### src/rtl/ebtsp_consts.vh
`ifndef EBTSP_CONSTS_VH
`define EBTSP_CONSTS_VH
// register byte offsets
`define EBTSP_OFF_COUNT 8'h00
`define EBTSP_OFF_OPTION 8'h04
`define EBTSP_OFF_INTCTL 8'h08
`define EBTSP_OFF_STATUS 8'h0C
`define EBTSP_OFF_MASK 8'h10
`define EBTSP_OFF_CMD 8'h14
// option_control fields
`define EBTSP_OPT_RESET 8'hFF
`define EBTSP_OPT_SRC 5
`define EBTSP_OPT_EDGE 4
`define EBTSP_OPT_ASSIGN 3
`define EBTSP_OPT_RATE_HI 2
`define EBTSP_OPT_RATE_LO 0
// interrupt_control fields
`define EBTSP_INT_RESET 8'h00
`define EBTSP_INT_ENABLE 5
`define EBTSP_INT_FLAG 2
// command register: bit 0 is the watchdog clear
`define EBTSP_CMD_WDCLR 0
// status / mask: bit 0 overflow event, bit 1 watchdog tick event
`define EBTSP_EV_OVF 0
`define EBTSP_EV_WDT 1
`define EBTSP_EV_W 2
// misc
`define EBTSP_INHIBIT_CYC 2'h2
`define EBTSP_PRE_W 8
`define EBTSP_CNT_W 8
`define EBTSP_CNT_MAX 8'hFF
`define EBTSP_CNT_ONE 8'h01
`define EBTSP_INHIBIT_NONE 2'h0
`define EBTSP_INHIBIT_STEP 2'h1
`define EBTSP_RESP_OKAY 2'h0
`define EBTSP_RESP_SLVERR 2'h2
`endif

### src/rtl/ebtsp_timer.v
// The AXI4-Lite interface to the registers and the address map were left to the implementer.
`timescale 1ns/1ps
`include "ebtsp_consts.vh"
// Operation
// - 8-bit count register fed by an 8-bit divider shared with watchdog
// - timer mode with source bit 0 counts instruction cycles, every one only when the divider serves the watchdog
// - counting is held off two cycles after each count write
// - source bit 1 selects counting of external input edges
// - edge bit chooses rising or falling external edges
// - one divider serves counter or watchdog; assign bit 0 means counter
// - divider on counter gives eight ratios, 1:2 to 1:256
// - undivided counting only when divider belongs to the watchdog
// - divider count cannot be read or written by software
// - count write clears the divider while it serves the counter
// - watchdog clear also clears the divider while it serves the watchdog
// - wrap FFh to 00h sets overflow flag regardless of enable; software clears
// - edge bit 1 counts high-to-low, 0 low-to-high
// - assign bit 1 gives divider to watchdog, 0 to counter
module ebtsp_timer (
    input wire CLK_SYS,
    input wire RST_N,
    input wire INSTR_CYCLE,
    input wire EXTERNAL_COUNT_INPUT,
    input wire WATCHDOG_TICK_IN,
    output reg WATCHDOG_TICK,
    output reg WATCHDOG_CLEAR,
    output reg IRQ,
    input wire [31:0] S_AXI_AWADDR,
    input wire S_AXI_AWVALID,
    output reg S_AXI_AWREADY,
    input wire [31:0] S_AXI_WDATA,
    input wire [3:0] S_AXI_WSTRB,
    input wire S_AXI_WVALID,
    output reg S_AXI_WREADY,
    output reg [1:0] S_AXI_BRESP,
    output reg S_AXI_BVALID,
    input wire S_AXI_BREADY,
    input wire [31:0] S_AXI_ARADDR,
    input wire S_AXI_ARVALID,
    output reg S_AXI_ARREADY,
    output reg [31:0] S_AXI_RDATA,
    output reg [1:0] S_AXI_RRESP,
    output reg S_AXI_RVALID,
    input wire S_AXI_RREADY
);
    function mapped;
        input [7:0] a;
        begin
            mapped = (a == `EBTSP_OFF_COUNT) || (a == `EBTSP_OFF_OPTION) || (a == `EBTSP_OFF_INTCTL) ||
                     (a == `EBTSP_OFF_STATUS) || (a == `EBTSP_OFF_MASK) || (a == `EBTSP_OFF_CMD);
        end
    endfunction

    // register write hit: address match with byte lane 0 present
    function wr_hit;
        input wr;
        input lane;
        input [7:0] a;
        input [7:0] off;
        begin
            wr_hit = wr & lane & (a == off);
        end
    endfunction

    reg [`EBTSP_CNT_W-1:0] count_register;
    reg [7:0] option_control;
    reg [7:0] interrupt_control;
    reg [`EBTSP_EV_W-1:0] status;
    reg [`EBTSP_EV_W-1:0] mask;
    reg [1:0] inhibit;
    reg [31:0] aw_addr;
    reg [31:0] w_data;
    reg aw_held;
    reg w_held;
    reg w_lane0;

    wire count_source_select = option_control[`EBTSP_OPT_SRC];
    wire count_edge_select = option_control[`EBTSP_OPT_EDGE];
    wire divider_assign = option_control[`EBTSP_OPT_ASSIGN];
    wire [2:0] divider_rate = option_control[`EBTSP_OPT_RATE_HI:`EBTSP_OPT_RATE_LO];

    // write channel capture, either order
    wire aw_take = S_AXI_AWVALID & S_AXI_AWREADY;
    wire w_take = S_AXI_WVALID & S_AXI_WREADY;
    wire aw_have = aw_held | aw_take;
    wire w_have = w_held | w_take;
    wire [7:0] wa = aw_take ? S_AXI_AWADDR[7:0] : aw_addr[7:0];
    wire [31:0] wd = w_take ? S_AXI_WDATA : w_data;
    wire do_write = aw_have & w_have & ~S_AXI_BVALID;
    wire wlane0 = w_take ? S_AXI_WSTRB[0] : w_lane0;
    wire wr_count = wr_hit(do_write, wlane0, wa, `EBTSP_OFF_COUNT);
    wire wr_option = wr_hit(do_write, wlane0, wa, `EBTSP_OFF_OPTION);
    wire wr_intctl = wr_hit(do_write, wlane0, wa, `EBTSP_OFF_INTCTL);
    wire wr_status = wr_hit(do_write, wlane0, wa, `EBTSP_OFF_STATUS);
    wire wr_mask = wr_hit(do_write, wlane0, wa, `EBTSP_OFF_MASK);
    wire wd_clear = wr_hit(do_write, wlane0, wa, `EBTSP_OFF_CMD) & wd[`EBTSP_CMD_WDCLR];

    // source selection
    wire ext_edge;
    ebtsp_edge_detect u_edge (
        .clk(CLK_SYS),
        .rst_n(RST_N),
        .pin(EXTERNAL_COUNT_INPUT),
        .falling(count_edge_select),
        .edge_pulse(ext_edge)
    );
    wire src_tick = count_source_select ? ext_edge : INSTR_CYCLE;

    // one divider, routed by the assign bit
    wire pre_in = divider_assign ? WATCHDOG_TICK_IN : src_tick;
    wire pre_clear = divider_assign ? wd_clear : wr_count;
    wire pre_out;
    ebtsp_prescaler u_pre (
        .clk(CLK_SYS),
        .rst_n(RST_N),
        .clear(pre_clear),
        .tick_in(pre_in),
        .rate(divider_rate),
        .to_wdt(divider_assign),
        .tick_out(pre_out)
    );
    // undivided only when the divider serves the watchdog
    wire cnt_tick = divider_assign ? src_tick : pre_out;
    wire wdt_tick = divider_assign ? pre_out : WATCHDOG_TICK_IN;

    wire inhibit_idle = (inhibit == `EBTSP_INHIBIT_NONE);
    wire cnt_inc = cnt_tick & inhibit_idle & ~wr_count;
    wire ovf = cnt_inc & (count_register == `EBTSP_CNT_MAX);
    wire [`EBTSP_EV_W-1:0] ev_set = {wdt_tick, ovf};
    wire [`EBTSP_EV_W-1:0] ev_clr = wr_status ? wd[`EBTSP_EV_W-1:0] : {`EBTSP_EV_W{1'b0}};

    // count register and its write inhibit window
    always @(posedge CLK_SYS or negedge RST_N)
    begin
        if (!RST_N)
        begin
            count_register <= {`EBTSP_CNT_W{1'b0}};
            inhibit <= `EBTSP_INHIBIT_NONE;
        end
        else if (wr_count)
        begin
            count_register <= wd[`EBTSP_CNT_W-1:0];
            inhibit <= `EBTSP_INHIBIT_CYC;
        end
        else
        begin
            if (cnt_inc)
                count_register <= count_register + `EBTSP_CNT_ONE;
            if (!inhibit_idle && INSTR_CYCLE)
                inhibit <= inhibit - `EBTSP_INHIBIT_STEP;
        end
    end

    // option control
    always @(posedge CLK_SYS or negedge RST_N)
    begin
        if (!RST_N)
            option_control <= `EBTSP_OPT_RESET;
        else if (wr_option)
            option_control <= wd[7:0];
    end

    // interrupt control; flag set wins over software clear
    always @(posedge CLK_SYS or negedge RST_N)
    begin
        if (!RST_N)
            interrupt_control <= `EBTSP_INT_RESET;
        else if (wr_intctl)
        begin
            interrupt_control <= wd[7:0];
            if (ovf)
                interrupt_control[`EBTSP_INT_FLAG] <= 1'b1;
        end
        else if (ovf)
            interrupt_control[`EBTSP_INT_FLAG] <= 1'b1;
    end

    // sticky event bits, set wins over write-one-to-clear
    wire [`EBTSP_EV_W-1:0] next_status;
    genvar i;
    generate
        for (i = 0; i < `EBTSP_EV_W; i = i + 1)
        begin : g_event
            assign next_status[i] = ev_set[i] | (status[i] & ~ev_clr[i]);
        end
    endgenerate

    // event status
    always @(posedge CLK_SYS or negedge RST_N)
    begin
        if (!RST_N)
            status <= {`EBTSP_EV_W{1'b0}};
        else
            status <= next_status;
    end

    // event mask
    always @(posedge CLK_SYS or negedge RST_N)
    begin
        if (!RST_N)
            mask <= {`EBTSP_EV_W{1'b0}};
        else if (wr_mask)
            mask <= wd[`EBTSP_EV_W-1:0];
    end

    // registered outputs
    always @(posedge CLK_SYS or negedge RST_N)
    begin
        if (!RST_N)
        begin
            WATCHDOG_TICK <= 1'b0;
            WATCHDOG_CLEAR <= 1'b0;
            IRQ <= 1'b0;
        end
        else
        begin
            WATCHDOG_TICK <= wdt_tick;
            WATCHDOG_CLEAR <= wd_clear;
            IRQ <= |(status & mask);
        end
    end

    // axi write side
    always @(posedge CLK_SYS or negedge RST_N)
    begin
        if (!RST_N)
        begin
            aw_held <= 1'b0;
            w_held <= 1'b0;
            aw_addr <= 32'h00000000;
            w_data <= 32'h00000000;
            w_lane0 <= 1'b0;
            S_AXI_AWREADY <= 1'b0;
            S_AXI_WREADY <= 1'b0;
            S_AXI_BVALID <= 1'b0;
            S_AXI_BRESP <= `EBTSP_RESP_OKAY;
        end
        else
        begin
            S_AXI_AWREADY <= ~aw_have & ~S_AXI_BVALID & ~S_AXI_AWREADY;
            S_AXI_WREADY <= ~w_have & ~S_AXI_BVALID & ~S_AXI_WREADY;
            if (aw_take)
                aw_addr <= S_AXI_AWADDR;
            if (w_take)
            begin
                w_data <= S_AXI_WDATA;
                w_lane0 <= S_AXI_WSTRB[0];
            end
            if (do_write)
            begin
                aw_held <= 1'b0;
                w_held <= 1'b0;
                S_AXI_AWREADY <= 1'b0;
                S_AXI_WREADY <= 1'b0;
                S_AXI_BVALID <= 1'b1;
                S_AXI_BRESP <= mapped(wa) ? `EBTSP_RESP_OKAY : `EBTSP_RESP_SLVERR;
            end
            else
            begin
                aw_held <= aw_have;
                w_held <= w_have;
                if (S_AXI_BVALID && S_AXI_BREADY)
                    S_AXI_BVALID <= 1'b0;
            end
        end
    end

    // axi read side; divider count has no address
    reg [31:0] next_rdata;
    always @*
    begin
        next_rdata = 32'h00000000;
        case (S_AXI_ARADDR[7:0])
            `EBTSP_OFF_COUNT: next_rdata = {24'h000000, count_register};
            `EBTSP_OFF_OPTION: next_rdata = {24'h000000, option_control};
            `EBTSP_OFF_INTCTL: next_rdata = {24'h000000, interrupt_control};
            `EBTSP_OFF_STATUS: next_rdata = {{(32-`EBTSP_EV_W){1'b0}}, status};
            `EBTSP_OFF_MASK: next_rdata = {{(32-`EBTSP_EV_W){1'b0}}, mask};
            default: next_rdata = 32'h00000000;
        endcase
    end

    always @(posedge CLK_SYS or negedge RST_N)
    begin
        if (!RST_N)
        begin
            S_AXI_ARREADY <= 1'b0;
            S_AXI_RVALID <= 1'b0;
            S_AXI_RDATA <= 32'h00000000;
            S_AXI_RRESP <= `EBTSP_RESP_OKAY;
        end
        else
        begin
            S_AXI_ARREADY <= ~S_AXI_ARREADY & ~S_AXI_RVALID & S_AXI_ARVALID;
            if (S_AXI_ARVALID && S_AXI_ARREADY)
            begin
                S_AXI_ARREADY <= 1'b0;
                S_AXI_RVALID <= 1'b1;
                S_AXI_RDATA <= next_rdata;
                S_AXI_RRESP <= mapped(S_AXI_ARADDR[7:0]) ? `EBTSP_RESP_OKAY : `EBTSP_RESP_SLVERR;
            end
            else if (S_AXI_RVALID && S_AXI_RREADY)
                S_AXI_RVALID <= 1'b0;
        end
    end
endmodule // ebtsp_timer

### src/rtl/ebtsp_prescaler.v
`timescale 1ns/1ps
`include "ebtsp_consts.vh"
// shared 8-bit divider, count never visible to software
module ebtsp_prescaler (
    input wire clk,
    input wire rst_n,
    input wire clear,
    input wire tick_in,
    input wire [2:0] rate,
    input wire to_wdt,
    output reg tick_out
);
    reg [`EBTSP_PRE_W-1:0] count;
    reg [`EBTSP_PRE_W-1:0] next_count;
    wire [3:0] shift;
    wire [`EBTSP_PRE_W:0] period;
    // counter divides by 2^(n+1), watchdog by 2^n
    assign shift = to_wdt ? {1'b0, rate} : {1'b0, rate} + 4'h1;
    assign period = {{`EBTSP_PRE_W{1'b0}}, 1'b1} << shift;
    wire wrap = (({1'b0, count} + {{`EBTSP_PRE_W{1'b0}}, 1'b1}) == period);
    always @*
    begin
        next_count = count;
        if (tick_in)
            next_count = wrap ? {`EBTSP_PRE_W{1'b0}} : count + 8'h01;
    end
    always @(posedge clk or negedge rst_n)
    begin
        if (!rst_n)
        begin
            count <= {`EBTSP_PRE_W{1'b0}};
            tick_out <= 1'b0;
        end
        else if (clear)
        begin
            count <= {`EBTSP_PRE_W{1'b0}};
            tick_out <= 1'b0;
        end
        else
        begin
            count <= next_count;
            tick_out <= tick_in & wrap;
        end
    end
endmodule // ebtsp_prescaler

### src/rtl/ebtsp_edge_detect.v
`timescale 1ns/1ps
`include "ebtsp_consts.vh"
// chosen edge of the external count input
module ebtsp_edge_detect (
    input wire clk,
    input wire rst_n,
    input wire pin,
    input wire falling,
    output reg edge_pulse
);
    reg last;
    always @(posedge clk or negedge rst_n)
    begin
        if (!rst_n)
        begin
            last <= 1'b0;
            edge_pulse <= 1'b0;
        end
        else
        begin
            last <= pin;
            // 1 picks high-to-low, 0 low-to-high
            edge_pulse <= falling ? (last & ~pin) : (~last & pin);
        end
    end
endmodule // ebtsp_edge_detect

### config.mk
export PLATFORM = sky130hd
export DESIGN_NAME = ebtsp_timer
export DESIGN_NICKNAME = d
export VERILOG_FILES = /design/src/rtl/ebtsp_timer.v /design/src/rtl/ebtsp_prescaler.v /design/src/rtl/ebtsp_edge_detect.v
export VERILOG_INCLUDE_DIRS = /design/src /design/src/rtl
export SDC_FILE = /design/constraint.sdc
export NUM_CORES = 1
export LEC_CHECK = 0
export ABC_AREA = 1
export BUFFER_PORTS_ARGS = -buffer_cell sky130_fd_sc_hd__buf_2
export CAP_MARGIN = 20
export CELL_PAD_IN_SITES_DETAIL_PLACEMENT = 0
export CELL_PAD_IN_SITES_GLOBAL_PLACEMENT = 1
export CORE_MARGIN = 3
export CORE_UTILIZATION = 36
export DETAILED_ROUTE_END_ITERATION = 7
export GPL_TIMING_DRIVEN = 0
export PLACE_DENSITY_LB_ADDON = 0.1
export REMOVE_ABC_BUFFERS = 1
export SYNTH_ARGS = -nofsm -noshare
export SYNTH_HDL_FRONTEND = slang
export SYNTH_SLANG_ARGS = --single-unit
export TNS_END_PERCENT = 5
### constraint.sdc
create_clock -name CLK_SYS -period 2.1 [get_ports CLK_SYS]
set_input_delay 0 -clock CLK_SYS [delete_from_list [all_inputs] [get_ports CLK_SYS]]
set_output_delay 0 -clock CLK_SYS [all_outputs]
set_load 0.005 [all_outputs]
==> results.json <==
{
  "portBuffers": 52,
  "dieWidth_um": 118,
  "syn_to_final_growth_pct": 20.0,
  "post-synth-top-count-cell": "nand2_1",
  "critPathKind": "reg2reg",
  "num_rows": 40,
  "netlist_area_um2": 4530,
  "chipHeight_um": 118,
  "hold_viol_final": 0,
  "grt_pass1_wl_mm": 18.9,
  "nets": 777,
  "core_um2": 12200,
  "finClkSkew_ns": 0.00493,
  "critPathLaunchType": "flop",
  "hpwlAfterDp_mm": 8.32,
  "cts_tree": "yes",
  "grt_start_max_net_pins": 52,
  "antenna_found_initial": 0,
  "synth_top_flop_cell": "dfrtp_1",
  "ys_ff_latch": 78,
  "p_per_area_nw_per_um2": 1280,
  "timing.final.max_slew_violations": 0,
  "p_leak_nw": 2.74,
  "drc": 0,
  "viasPerCell": 4.60,
  "synthTopCellsByCount": "nand2_1 (195), dfrtp_1 (70), inv_1 (58)",
  "synth_edf_count": 0,
  "grt.overflow.total": 0,
  "cp_max_fo": 5,
  "dr_total_vias": 3847,
  "ioPinCount": 154,
  "drtIter0Drc": 147,
  "crit_required_ns": 2.33,
  "endpoint_kind": "flop",
  "yosysUniqueCellTypes": 43,
  "finalCritPeriodShare_pct": 93.6,
  "numCtsBuffers": 9,
  "cts.root.buffer_cell": "clkbuf_16",
  "finalSetupViolCount": 0,
  "clkSinkCount": 78,
  "h-tree-depth": 3,
  "seq_area_frac_synth_pct": 43.4,
  "path_clk_slew_ns": 0.06,
  "worst_pin_slew_ns": 0.743,
  "fmax_mhz": 509,
  "grt_pass1_vias": 3764,
  "ant_nets": 0,
  "dr.pass1.iters": 4,
  "grtUsageTotal_pct": 17.1,
  "diodes": 0,
  "synth_largest_area_cell": "dfrtp_1",
  "start_util_pct": 37.2,
  "gp_congestion": 0.796,
  "wirelength_mm": 11.4,
  "ys_top_cells_by_area": "dfrtp_1 (39%), nand2_1 (16%), inv_1 (4.8%), nand3_1 (4.8%), buf_4 (4.6%)",
  "finalSetupTns_ns": 0,
  "outcome": "finished clean",
  "clock_latency_ns": 0.34,
  "ir_drop_mv": 0.529,
  "avgRoutedWirePerCell_um": 13.6,
  "place_area_um2": 4860,
  "synth_top_area_share_pct": 38.7,
  "finalInstanceArea_um2": 5430,
  "drive_above_1_share_pct": 22.3,
  "dieArea_um2": 14000,
  "syn_avg_cell_area_um2": 7.68,
  "ys_warn_count": 0,
  "slew_headroom_pct": 50.3,
  "ys_async_sr_fraction_pct": 100,
  "fin_ws_ns": 0.134,
  "post-place-ws_ns": -0.152,
  "rsz0062_at_grt": "true",
  "synth_cells": 589,
  "drv_cap": 0,
  "min_period_ns": 1.97,
  "hp-class": "in2reg",
  "arrival_ns": 2.20,
  "cts_buffer_depth": 2
}
## per-stage QoR
step | cells | hold WS, ns | util [%] | total power (W)
global route | 836 | 0.0141 | 44.7 | 0.00757
CTS | 828 | 0.00104 | 43.8 | 0.00681
finish | 836 | 0.0113 | 44.7 | 0.00696
global placement | 800 | 0.126 | 39.7 | 0.00490
floorplan | 580 | -0.296 | - | 0.00424
detailed placement | 801 | -0.0480 | 40.0 | 0.00496
## worst max-delay path: stages (launching register included)
cell and delay (ns):
dfstp_2 0.56, ha_1 0.25, nand2_1 0.07, nand2_1 0.09, nor2_2 0.15, nand3_1 0.09
nand2_1 0.07, nand3_1 0.11, nor2_4 0.19, nand3_4 0.13, nand2_1 0.10, nand2_1 0.05
## where the power goes
part | switching (W) | internal [W] | total (W)
clock | 0.000642 | 0.00108 | 0.00172
sequential | 0.000356 | 0.00203 | 0.00238
combinational | 0.00183 | 0.00102 | 0.00285
total | 0.00283 | 0.00413 | 0.00696
## layout make-up
class / instances / area, µm²
Timing Repair Buffer: 71 / 453
Fill cell: 1284 / 6730
Multi-Input combinational cell: 436 / 2230
Sequential cell: 78 / 1960
Tap cell: 168 / 210
Clock inverter: 5 / 81.3
Inverter: 67 / 251
Clock buffer: 11 / 243
## final timing paths
| kind | start | end | slack (ns) | cells past startpoint |
|---|---|---|---|---|
| worst min register to register | aw_held | S_AXI_AWREADY | 0.43 | 1 |
| min in group asynchronous | RST_N | w_data[5] | 0.12 | 2 |
| max in group asynchronous | RST_N | option_control[5] | 1.36 | 3 |
| worst min-delay path | S_AXI_AWADDR[0] | aw_addr[0] | 0.01 | 3 |
| worst max register to register | option_control[0] | u_pre.count[2] | 0.13 | 11 |
| worst max-delay path | option_control[0] | u_pre.count[2] | 0.13 | 11 |
## sequential cells by signal, indices dropped and copies added (netlist names), 2 cells and up
signal / flops
u_pre.count: 8
option_control: 8
count_register: 8
inhibit: 2
interrupt_control: 8
S_AXI_RDATA: 8
aw_addr: 8
status: 2
mask: 2
w_data: 8
## timing repair
item / 4_1_cts / 5_1_grt
cloned: 0 / 1
hold buffers: 11 / 0
resized for setup: 7 / 12
endpoints found under the setup margin: 22 / 18
buffers inserted: 0 / 7
pin swaps: 0 / 6
hold endpoints to repair: 83 / 0
## placed cells by master, fill, tap and decap left out, drive strengths merged, types with 4 or more instances in the layout
cell	n
ha	4
nor3	10
buf	60
nor2	51
nand2	217
a21oi	5
o21ai	38
inv	67
dlygate4sd3	11
nand4	4
clkbuf	11
xor2	5
nand3	49
o211ai	4
and2	5
dfrtp	70
dfstp	8
or2	5
conb	26
## logic make-up (layout without fill, tap and decap cells)
family	after synthesis	in the layout	synth area share (%)
and+or+nand+nor	342	343	35.8
xor gates and xnor gates	6	6	1.16
other	1	26	0.0829
buffers and inverters	101	154	11.3
adders and majority gates	4	4	1.11
DFF	78	78	43.4
AOI/OAI and AO/OA	57	57	7.24
## layer usage
metal	wire [µm]	vias to the layer above	GRT usage, %
met4	168	0	6.67
li1	-	1965	-
met1	5150	1790	22.2
met5	0	-	0
met3	543	10	2.69
met2	5520	82	28.5
(Power assumes the default switching activity.)
